## src/logic/uei_pkg.sv

```systemverilog
// Package for the UART event interrupt register block
`default_nettype none
package uei_pkg;
	// ****************************************
	// Register map
	// ****************************************
	localparam logic [7:0]  ENABLE_OFFSET    = 8'h08;
	localparam logic [7:0]  FLAGS_OFFSET     = 8'h0c;
	localparam logic [7:0]  THRESHOLD_OFFSET = 8'h00;
	localparam logic [31:0] ENABLE_RESET     = 32'h0000_0000;
	localparam logic [31:0] FLAGS_RESET      = 32'h0000_0000;
	localparam logic [3:0]  THRESHOLD_RESET  = 4'h0;
	localparam logic [3:0]  THRESHOLD_MIN    = 4'h1;
	localparam logic [3:0]  THRESHOLD_MAX    = 4'h8;

	// ****************************************
	// Field positions
	// ****************************************
	localparam int BIT_FRAMING_ERROR   = 0;
	localparam int BIT_PARITY_ERROR    = 1;
	localparam int BIT_CTS_CHANGE      = 2;
	localparam int BIT_RECEIVE_OVERRUN = 3;
	localparam int BIT_RX_THRESHOLD    = 4;
	localparam int BIT_TX_HALF_EMPTY   = 6;
	localparam int NUM_BITS            = 7;
	localparam logic [6:0] IMPLEMENTED_MASK = 7'h5f;
endpackage
`default_nettype wire

```

## src/logic/uei_threshold_detect.sv

```systemverilog
// Receive FIFO threshold event detector
`default_nettype none
module uei_threshold_detect (
	// Clock and reset
	input  wire logic       core_clk_in,
	input  wire logic       resetn_in,
	// Level and setting
	input  wire logic [3:0] rx_level_in,
	input  wire logic [3:0] threshold_in,
	// Event
	output logic            event_out
);
	logic reached;
	logic reached_q;

	// valid threshold compare
	always_comb begin
		reached = (threshold_in >= uei_pkg::THRESHOLD_MIN) && (threshold_in <= uei_pkg::THRESHOLD_MAX)
		          && (rx_level_in >= threshold_in);
	end

	// Pulse only on the rising crossing, so a steady level does not re-arm a cleared flag
	always_ff @(posedge core_clk_in) begin
		if (!resetn_in) begin
			reached_q <= 1'b0;
			event_out <= 1'b0;
		end else begin
			reached_q <= reached;
			event_out <= reached & ~reached_q;
		end
	end
endmodule
`default_nettype wire

```

## src/logic/uei_event_regs.sv

```systemverilog
// UART event interrupt enable and flag registers
// Behaviour
// Enable bit 6 for transmit half-empty event, read/write, resets 0.
// Enable bit 4 for receive threshold event, read/write, resets 0.
// Enable bit 3 for receive overrun event, read/write, resets 0.
// Enable bit 2 for clear-to-send change event, read/write, resets 0.
// Enable bit 1 for receive parity error event, read/write, resets 0.
// Enable bit 0 for receive framing error event, read/write, resets 0.
// Flag bit 6 transmit half-empty, resets 0, write one clears.
// Flag bit 4 receive threshold, resets 0, write one clears.
// Flag bit 3 receive overrun, resets 0, write one clears.
// Flag bit 2 clear-to-send change, resets 0, write one clears.
// Flag bit 1 parity error, resets 0, write one clears.
// Flag bit 0 framing error, resets 0, write one clears.
// Threshold event compares fill level to 4-bit setting, valid 1 to 8.
// Flags set regardless of enable; interrupt while flag and enable both set.
// Bits 31 to 7 and bit 5 read zero, writes ignored.
//
// Decided for this implementation: the strobed register port.
`default_nettype none
module uei_event_regs (
	// Clock and reset
	input  wire logic        core_clk_in,
	input  wire logic        resetn_in,
	// Register port
	input  wire logic [7:0]  reg_addr_in,
	input  wire logic [31:0] reg_wdata_in,
	input  wire logic        reg_write_in,
	input  wire logic        reg_read_in,
	output logic [31:0]      reg_rdata_out,
	// Event pulses and receive FIFO fill level
	input  wire logic        transmit_half_empty_in,
	input  wire logic        receive_overrun_in,
	input  wire logic        clear_to_send_change_in,
	input  wire logic        parity_error_in,
	input  wire logic        framing_error_in,
	input  wire logic [3:0]  rx_level_in,
	// Interrupt
	output logic             irq_out
);
	// ****************************************
	// State
	// ****************************************
	logic [6:0] uart_event_enable;
	logic [6:0] uart_event_flags;
	logic [3:0] rx_threshold;
	logic       threshold_event;
	logic [6:0] events;
	logic       wr_enable;
	logic       wr_flags;
	logic       wr_threshold;

	assign wr_enable    = reg_write_in && (reg_addr_in == uei_pkg::ENABLE_OFFSET);
	assign wr_flags     = reg_write_in && (reg_addr_in == uei_pkg::FLAGS_OFFSET);
	assign wr_threshold = reg_write_in && (reg_addr_in == uei_pkg::THRESHOLD_OFFSET);

	// ****************************************
	// Threshold detector
	// ****************************************
	uei_threshold_detect u_threshold (
		.core_clk_in  (core_clk_in),
		.resetn_in    (resetn_in),
		.rx_level_in  (rx_level_in),
		.threshold_in (rx_threshold),
		.event_out    (threshold_event)
	);

	// threshold setting register
	always_ff @(posedge core_clk_in) begin
		if (!resetn_in) begin
			rx_threshold <= uei_pkg::THRESHOLD_RESET;
		end else if (wr_threshold) begin
			rx_threshold <= reg_wdata_in[3:0];
		end
	end

	always_comb begin
		events = 7'h00;
		events[uei_pkg::BIT_TX_HALF_EMPTY]   = transmit_half_empty_in;
		events[uei_pkg::BIT_RX_THRESHOLD]    = threshold_event;
		events[uei_pkg::BIT_RECEIVE_OVERRUN] = receive_overrun_in;
		events[uei_pkg::BIT_CTS_CHANGE]      = clear_to_send_change_in;
		events[uei_pkg::BIT_PARITY_ERROR]    = parity_error_in;
		events[uei_pkg::BIT_FRAMING_ERROR]   = framing_error_in;
	end

	// ****************************************
	// Enable register
	// ****************************************
	// read/write enables
	// reserved bits masked
	always_ff @(posedge core_clk_in) begin
		if (!resetn_in) begin
			uart_event_enable <= uei_pkg::ENABLE_RESET[6:0];
		end else if (wr_enable) begin
			uart_event_enable <= reg_wdata_in[6:0] & uei_pkg::IMPLEMENTED_MASK;
		end
	end

	// ****************************************
	// Flag register
	// ****************************************
	// One loop per flag; an event in the clearing cycle wins over the clear
	genvar i;
	generate
		for (i = 0; i < uei_pkg::NUM_BITS; i++) begin : g_flag
			if (uei_pkg::IMPLEMENTED_MASK[i]) begin : g_impl
				// sticky write-one-clear
				// set ignores enable
				always_ff @(posedge core_clk_in) begin
					if (!resetn_in) begin
						uart_event_flags[i] <= uei_pkg::FLAGS_RESET[i];
					end else if (events[i]) begin
						uart_event_flags[i] <= 1'b1;
					end else if (wr_flags && reg_wdata_in[i]) begin
						uart_event_flags[i] <= 1'b0;
					end
				end
			end else begin : g_resv
				// reserved flag stays zero
				// Kept as a flop so every bit of the vector has the same kind of driver
				always_ff @(posedge core_clk_in) begin
					uart_event_flags[i] <= 1'b0;
				end
			end
		end
	endgenerate

	// ****************************************
	// Interrupt output
	// ****************************************
	// Uses next flag values so irq lines up with the flag it reflects
	logic [6:0] next_flags;
	always_comb begin
		next_flags = (uart_event_flags & ~({7{wr_flags}} & reg_wdata_in[6:0])) | events;
		next_flags = next_flags & uei_pkg::IMPLEMENTED_MASK;
	end

	// flag and enable both set
	always_ff @(posedge core_clk_in) begin
		if (!resetn_in) begin
			irq_out <= 1'b0;
		end else begin
			irq_out <= |(next_flags & (wr_enable ? (reg_wdata_in[6:0] & uei_pkg::IMPLEMENTED_MASK)
			                                     : uart_event_enable));
		end
	end

	// ****************************************
	// Read port
	// ****************************************
	// upper bits read as zero
	always_ff @(posedge core_clk_in) begin
		if (!resetn_in) begin
			reg_rdata_out <= 32'h0000_0000;
		end else if (reg_read_in) begin
			case (reg_addr_in)
				uei_pkg::ENABLE_OFFSET: begin
					reg_rdata_out <= {25'h0, uart_event_enable};
				end
				uei_pkg::FLAGS_OFFSET: begin
					reg_rdata_out <= {25'h0, uart_event_flags};
				end
				uei_pkg::THRESHOLD_OFFSET: begin
					reg_rdata_out <= {28'h0, rx_threshold};
				end
				default: begin
					reg_rdata_out <= 32'h0000_0000;
				end
			endcase
		end else begin
			reg_rdata_out <= 32'h0000_0000;
		end
	end
endmodule
`default_nettype wire

```

## config.mk

```make
export PLATFORM = sky130hd
export DESIGN_NAME = uei_event_regs
export DESIGN_NICKNAME = d
export VERILOG_FILES = /design/src/logic/uei_pkg.sv /design/src/logic/uei_threshold_detect.sv /design/src/logic/uei_event_regs.sv
export SDC_FILE = /design/constraint.sdc
export NUM_CORES = 1
export LEC_CHECK = 0
export BUFFER_PORTS_ARGS = -buffer_cell sky130_fd_sc_hd__buf_2
export CORE_ASPECT_RATIO = 1.25
export CORE_MARGIN = 3
export CORE_UTILIZATION = 39
export DETAILED_ROUTE_END_ITERATION = 16
export MAX_ROUTING_LAYER = met4
export PLACE_DENSITY = 0.74
export SYNTH_ARGS = -nofsm -noshare
export SYNTH_HDL_FRONTEND = slang
export SYNTH_SLANG_ARGS = --single-unit
```

## constraint.sdc

```tcl
create_clock -name core_clk_in -period 2.91 [get_ports core_clk_in]
set_input_delay 0.873 -clock core_clk_in [delete_from_list [all_inputs] [get_ports core_clk_in]]
set_output_delay 0.873 -clock core_clk_in [all_outputs]
set_load 0.1 [all_outputs]
```

== Word level (Yosys, flattened, before mapping) ==
Cells that the tools add are included.
Cells by class
  mux-type cells: 14
  reduce and logical (&&, ||, !) cells: 20
  equality and inequality tests: 2
  bitwise operators: 7
  order comparisons: 3
Operators by type and width (number)
  7-bit bitwise AND: 3
  7-bit one-hot mux with 3 select lines: 1
  8-bit by 4-bit == test with 1-bit output, second input constant: 2
  1-bit two-way mux: 12
  2-bit nonzero test: 6
  1-bit logical AND: 11
  8-bit zero test: 1
  7-bit two-way mux: 1
  7-bit inverter: 1
  7-bit OR: 1
  7-bit OR reduction: 1
  4-bit by 1-bit greater-or-equal comparator with 1-bit output, second input constant: 1
  4-bit greater-or-equal comparator: 1
  4-bit less-or-equal comparator, second input constant: 1
  2-bit AND reduction: 1
  1-bit bitwise AND: 1
  1-bit inverter: 1
Storage, ports and cells
  register bits: 52
  word-level logic and storage cells: 58
  input port bits: 53
  output and inout port bits: 33

== Depth between registers and ports, before layout ==
Gate-level depths: netlist (run 1).
  depth in word-level cells: 8
  gate-level depth with buffers: 7
  depth with buffers taken out: 7

== Modules after synthesis ==
Synthesis (run 1) repeated with hierarchy kept, for this count alone.
Unflattened totals
  cell total of the unflattened synthesis: 145
  area total of the unflattened synthesis: 1392.6 sq um
Modules (own cells, without submodules)
  uei_event_regs: area an instance 1197.4 sq um, times used 1, cells an instance 127, seq. area each 460.4 sq um
  uei_threshold_detect: area an instance 195.2 sq um, times used 1, cells an instance 18, seq. area each 40.0 sq um

== Worst setup path after synthesis (run 1) ==
OpenSTA, ideal clock, no wires.
  path kind: input -> register
  start: input reg_addr_in[5]
  end: register irq_out
  arrival time: 2.174 ns
  buffers on the path: 0
  stages on the path: 5
  slack: 0.616 ns
  required time: 2.790 ns
  setup time: 0.120 ns
  cells stage by stage: nor4_4 -> nand4b_4 -> mux2i_1 -> o22ai_1 -> o31a_1
On the way
  word-level cells in the longest chain between the ends: 8
  elaborated cells on any way between the ends: 11
  classes of those cells: eq/ne (2); mux (1); bitwise (5); reduce/logical (3)
Ends and longest elaborated chain
  from (decl): RTL line uei_event_regs.sv:26  | input wire logic [7:0] reg_addr_in,
  8-bit by 4-bit == test with 1-bit output: RTL line uei_event_regs.sv:54  | assign wr_flags = reg_write_in && (reg_addr_in == uei_pkg::FLAGS_OFFSET);
  1-bit logical AND: RTL line uei_event_regs.sv:54
  7-bit bitwise AND: RTL line uei_event_regs.sv:135  | next_flags = (uart_event_flags & ~({7{wr_flags}} & reg_wdata_in[6:0])) | events;
  7-bit inverter: RTL line uei_event_regs.sv:135
  7-bit bitwise AND: RTL line uei_event_regs.sv:135
  7-bit OR: RTL line uei_event_regs.sv:135
  7-bit bitwise AND (*): RTL line uei_event_regs.sv:144  | irq_out <= |(next_flags & (wr_enable ? (reg_wdata_in[6:0] & uei_pkg::IMPLEMENTED_MASK)
  7-bit OR reduction (*): RTL line uei_event_regs.sv:144
  to (signal assigned): RTL line uei_event_regs.sv:144
  to (decl): RTL line uei_event_regs.sv:39  | output logic irq_out
Mark *: on every way between the ends. The rest lies on a longest branch, timed or not.
A chain may end at the register's enable or synchronous reset.

== Worst setup path in the final report (run 1) ==
Ends and elaborated chain as after synthesis.

==> impl_metrics.tcl, run 1 <==
set metrics [dict create \
    cts_buffers 3 \
    post_cts_buffers 0 \
    place_area_sq_um 1470 \
    wl_mm 2.43 \
    power_frac_comb_pct 27.1 \
    leakage_nw 0.778 \
    hp-class "flop to flop" \
    gp_congestion 0.761 \
    netlist_instances 149 \
    worst_setup_path_end_kind "flop" \
    start_util_pct 41.6 \
    pin_count 86 \
    grt_overflow 0 \
    die_area_sq_um 4280 \
    drv_cap 0 \
    core-area_sq_um 3310 \
    vias_per_cell 4.49 \
    fmax_mhz 445 \
    layout-drive-gt1-share_pct 23.6 \
    dr.pass1.iters 2 \
    drt-initial-drc-count 14 \
    critPathKind "input pin to flop" \
    crit_arrival_ns 2.40 \
    regToRegSetupSlack_ns 1.42 \
    slew_violations 0 \
    ys_ff_latch 25 \
    avgSynthCellArea_sq_um 9.24 \
    grt_pass1_vias 898 \
    fin_nets 240 \
    worstSetupStartpointType "input pin" \
    fin_crit_sh_pct 77.3 \
    ys_types 27 \
    status "finished, final reports clean" \
    dpl.hpwl_mm 1.93 \
    intPower_mw 0.471 \
    clk_path_buf_depth 2 \
    ys_warn_count 0 \
    powerDensity_nw_per_um2 499 \
    drc 0 \
    post-layout-total-power_mw 0.754 \
    pwr-share-seq_pct 46.3 \
    ctsResizeCount 0 \
    ys_seq_area_share_pct 36.4 \
    cp.required_ns 3.07 \
    dieWidth_um 59.1 \
    rows 23 \
    finClkSkew_ns 0.00262 \
    netlist_area_sq_um 1380 \
    die_y_um 72.4 \
    holdBufCountCts 0 \
    setup_viol 0 \
    sw_frac_of_total_pct 37.6 \
    fin_crit_ns 2.25 \
    cts_tree "done" \
    area_delta_synth_final_pct 9.91 \
    final_area_sq_um 1510 \
    clkLatencyLatePin_ns 0.27 \
    p_sw_mw 0.284 \
    dp_cells 215 \
    grt_pass1_wl_mm 3.72 \
    rsz0062_at_grt "false" \
    crit_fanout 7 \
    cts.reportedPaths.clkPinSlew_ns 0.08 \
    gr-usage-all-layers_pct 11.5 \
    clock-root-buffer "clkbuf_8" \
    grt_max_degree 20 \
    clock_power_share_pct 26.6 \
    antenna_found_initial 0 \
    io_buffers 33 \
    ant_nets 0 \
    vias 984 \
    cts_sinks 25 \
    num_antenna_cells 0 \
    nFillCells 317 \
    cts_htree_levels 1 \
    finalNonFillerCells 219 \
    peakVddDrop_uv 239 \
    final.setup.tns_ns 0 \
    final_hold_viol_count 0 \
    routedWlPerCell_um 11.1 \
]
## registers in the layout, indices dropped and copies added (netlist names)
name and flops:
reg_rdata_out 6, irq_out 1, uart_event_enable 6, u_threshold.event_out 1, u_threshold.reached_q 1, uart_event_flags 6, rx_threshold 4
## worst max-delay path: stages
cell and delay (ns):
buf_2 0.11, nor4_4 0.40, buf_4 0.22, nand4_1 0.09, a21oi_1 0.25, o22ai_1 0.13, o31a_1 0.32
## cell usage in the layout (no fill, tap or decap), types with 2 or more instances in the layout
cell      instances
nor2_1           13
conb_1           26
nor3_1            2
buf_2            33
clkbuf_8          3
and2b_1           2
nand2b_1          2
nor2b_1          13
o22ai_1           4
a21o_1            2
nand4_1           6
nand3_1           3
nand2_1           2
mux2i_1          16
inv_1             5
a21oi_1          11
ha_1              4
dfxtp_1          25
buf_4             2
## cell usage after synthesis
library cell	n	area, sq um
nand4b_4	1	23.8
ha_1	4	50.1
a21o_1	2	15.0
nor3_1	2	10.0
xnor2_1	1	8.76
clkbuf_2	1	5.00
and2b_1	2	15.0
mux2i_1	16	160
nor2b_1	13	81.3
nor4_4	1	21.3
o31a_1	1	8.76
nand3_1	3	15.0
clkbuf_1	2	7.51
dfxtp_1	25	500
and2_1	1	6.26
nor3b_2	1	12.5
and2b_2	1	8.76
conb_1	1	3.75
inv_1	5	18.8
nand2_1	2	7.51
nand2b_1	2	12.5
buf_4	26	195
nand4_1	6	37.5
o22ai_1	4	25.0
nor2_1	13	48.8
a21oi_1	11	55.1
buf_6	2	22.5
## routing by layer
layer  global-route usage [%]  vias to the layer above  routed length [um]
met4                     6.30                        0                  59
met3                     2.49                        6                 184
li1                         -                      518                   -
met5                        -                        -                   0
met2                     18.7                       39                1110
met1                     13.0                      421                1080
## power groups by stage
stage	registers [mW]	clock network, mW	logic [mW]
floorplan	0.358	0	0.206
global placement	0.357	0	0.203
detailed placement	0.358	0	0.203
CTS	0.350	0.208	0.204
global route	0.350	0.220	0.213
finish	0.349	0.201	0.205
## cell families (layout without fill, tap and decap cells)
family	after synthesis	count (layout)	synth area share [%]
xor+xnor	1	1	0.636
simple gates	48	48	21.8
flops	25	25	36.4
mux	16	16	11.6
fa+ha+maj	4	4	3.64
buf+inv	36	44	18.1
other cells	1	26	0.272
compound gates	18	18	7.54
## through the flow
step,utilization [%],hold slack (ns),worst slack (ns)
after CTS,45.7,0.399,0.643
final,45.7,0.402,0.662
after global placement,44.3,0.386,0.455
after detailed placement,44.3,0.387,0.416
after floorplan,-,0.376,0.616
after global routing,45.7,0.417,0.568
## worst paths after layout
path	to	from	depth (start not counted)
max	irq_out	reg_addr_in[5]	7
max reg2reg	u_threshold.event_out	rx_threshold[0]	6
min reg2reg	u_threshold.event_out	u_threshold.reached_q	1
min	u_threshold.event_out	u_threshold.reached_q	1
## layout make-up
type                    count  area, sq um  area share, %
clock buffers               3         41.3           2.73
clock inverters             1         5.00          0.331
inverters                   5         18.8           1.24
multi-input cells         113          721           47.6
flip-flops and latches     25          500           33.1
well taps                  37         46.3           3.06
repair buffers             35          180           11.9
Note: power is estimated with default switching activity, not from simulation.
==> run 2: changes to the inputs <==
--- a/config.mk
+++ b/config.mk
@@ -5,13 +5,14 @@
 export SDC_FILE = /design/constraint.sdc
 export NUM_CORES = 1
 export LEC_CHECK = 0
+export ABC_AREA = 1
 export BUFFER_PORTS_ARGS = -buffer_cell sky130_fd_sc_hd__buf_2
 export CORE_ASPECT_RATIO = 1.25
 export CORE_MARGIN = 3
 export CORE_UTILIZATION = 39
 export DETAILED_ROUTE_END_ITERATION = 16
 export MAX_ROUTING_LAYER = met4
-export PLACE_DENSITY = 0.74
+export PLACE_DENSITY = 0.73
 export SYNTH_ARGS = -nofsm -noshare
 export SYNTH_HDL_FRONTEND = slang
 export SYNTH_SLANG_ARGS = --single-unit
==> constraint.sdc (replaced) <==
create_clock -name core_clk_in -period 2.2 [get_ports core_clk_in]
set_input_delay 0.66 -clock core_clk_in [delete_from_list [all_inputs] [get_ports core_clk_in]]
set_output_delay 0.66 -clock core_clk_in [all_outputs]
set_load 0.1 [all_outputs]
==> run 2 against run 1 <==
- die area grew 6.2%
- first-iteration DRC count grew 71%
- sequential power grew 33%
- count of clock-buffer cells in the layout is the same
- critical path depth grew 4
- power grew 33%
- hold slack lost 0.011 ns
- critical endpoint unchanged
==> impl_metrics.tcl, run 2 <==
set metrics [dict create \
    status "finished, final reports clean" \
    post_cts_buffers 0 \
    synthTopCellsByCount "53 x nand2_1, 27 x buf_4, 27 x inv_1" \
    ys_seq_area_share_pct 34.0 \
    fin_nets 291 \
    peakVddDrop_uv 209 \
    cts_htree_levels 1 \
    ys.flop_type "dfxtp_1" \
    avgSynthCellArea_sq_um 7.39 \
    synth_edf_count 0 \
    grt_overflow 0 \
    ant_nets 0 \
    final_hold_viol_count 0 \
    leakage_nw 0.840 \
    async_reset_ff_share_pct 0 \
    post-synth-top-count-cell "nand2_1" \
    dr.pass1.iters 4 \
    grt_pass1_wl_mm 4.47 \
    gp_congestion 0.798 \
    ys_warn_count 0 \
    grt_max_degree 16 \
    crit_fanout 12 \
    rows 24 \
    yosysTopAreaCellShare_pct 34.0 \
    dpl.hpwl_mm 2.26 \
    drt-initial-drc-count 24 \
    fin_crit_ns 1.73 \
    grt_pass1_vias 1085 \
    critPathKind "input pin to flop" \
    hp-class "flop to flop" \
    crit_arrival_ns 1.88 \
    start_util_pct 41.5 \
    vias_per_cell 4.40 \
    powerDensity_nw_per_um2 622 \
    wl_mm 2.75 \
    io_buffers 33 \
    rsz0062_at_grt "false" \
    pin_count 86 \
    multi_input_area_sq_um 744 \
    num_antenna_cells 0 \
    layout_common_cells "53 x nand2_1, 33 x buf_2, 27 x inv_1" \
    regArea_sq_um 500 \
    dieWidth_um 60.9 \
    cts.reportedPaths.clkPinSlew_ns 0.09 \
    slew_violations 0 \
    holdBufCountCts 0 \
    cts_buffers 3 \
    ctsResizeCount 0 \
    layout-drive-gt1-share_pct 22.3 \
    clock-root-buffer "clkbuf_8" \
    fin_crit_sh_pct 78.6 \
    drv_cap 0 \
    clk_path_buf_depth 2 \
    utilization_pct 45.6 \
    worst_setup_path_end_kind "flop" \
    die_area_sq_um 4550 \
    area_delta_synth_final_pct 9.79 \
    antenna_found_initial 0 \
    routedWlPerCell_um 10.1 \
    netlist_area_sq_um 1470 \
    nFillCells 401 \
    vias 1197 \
    finClkSkew_ns 0.00813 \
    cts_tree "done" \
    ys_ff_latch 25 \
    yosys.area.top_type "dfxtp_1" \
    gr-usage-all-layers_pct 13.1 \
    post-layout-total-power_mw 1.00 \
    netlist_instances 199 \
    ys_top_cells_by_area "dfxtp_1 34%, buf_4 14%, nand2_1 14%, inv_1 6.9%, a21oi_1 6.1%" \
    cts_sinks 25 \
    core-area_sq_um 3540 \
    clkLatencyLatePin_ns 0.27 \
    ys_types 28 \
    fmax_mhz 578 \
    die_y_um 74.6 \
    worstSetupStartpointType "input pin" \
    setup_viol 0 \
    drc 0 \
    final_common_cell "nand2_1" \
    largest_registers "reg_rdata_out x6, uart_event_enable x6, uart_event_flags x6" \
    final.setup.tns_ns 0 \
    cp.required_ns 2.35 \
]
[run 2: changes by cell type in the layout (fill, tap and decap cells not counted), sizes merged, moves of 8 or more]
cell,delta
nand2,+54
inv,+22
mux2i,-16
nor2b,-13
a21oi,+8
[run 2: worst max-delay path, stage by stage]
cell	delay, ns
buf_2	0.11
nor2_4	0.17
nand2_1	0.11
nor2_4	0.27
nand3_1	0.11
nand2_1	0.09
nand2_1	0.05
nand2_1	0.05
nand2_1	0.06
nor2_2	0.12
a21oi_2	0.06
[run 2: kinds of logic (layout without fill, tap and decap cells)]
group / after synthesis / in the layout / synth area share [%]
other: 1 / 26 / 0.255
AOI/OAI and AO/OA: 32 / 32 / 12.3
DFF: 25 / 25 / 34.0
and+or+nand+nor: 81 / 81 / 28.3
buffers and inverters: 56 / 65 / 21.7
adders and majority gates: 4 / 4 / 3.40
[run 2: stage by stage]
step | cells | area, sq um | setup WS (ns) | hold WS (ns)
after floorplan | 224 | 1560 | 0.536 | 0.373
after global placement | 268 | 1570 | 0.164 | 0.378
after detailed placement | 268 | 1570 | 0.160 | 0.381
after CTS | 272 | 1610 | 0.449 | 0.393
after global routing | 272 | 1610 | 0.367 | 0.409
final | 272 | 1610 | 0.470 | 0.391
[run 2: final cells by class]
| class | count | share of cell area, % |
|---|---|---|
| multi-input combinational | 143 | 46.1 |
| sequential | 25 | 31.0 |
| timing repair buffer | 34 | 10.7 |
| inverter | 27 | 6.28 |
| tap | 39 | 3.02 |
| clock buffer | 3 | 2.56 |
| clock inverter | 1 | 0.310 |
[run 2: worst paths after layout]
check | start | end | slack [ns] | cells past startpoint
setup / recovery | reg_addr_in[1] | irq_out | 0.47 | 11
hold / removal | u_threshold.reached_q | u_threshold.event_out | 0.39 | 1
setup reg to reg | rx_threshold[2] | u_threshold.event_out | 0.88 | 6
hold reg to reg | u_threshold.reached_q | u_threshold.event_out | 0.39 | 1
[run 2: power breakdown]
part / internal (mW) / switching [mW]
sequential: 0.459 / 0.00410
clock: 0.127 / 0.140
combinational: 0.0333 / 0.240
total: 0.619 / 0.385
[run 2: routing by layer]
metal	track usage (%)	vias to the layer above	share of wire (%)
li1	-	646	-
met1	15.0	503	42
met2	22.6	42	49
met3	0.858	6	5.7
met4	6.75	0	2.9
met5	-	-	0
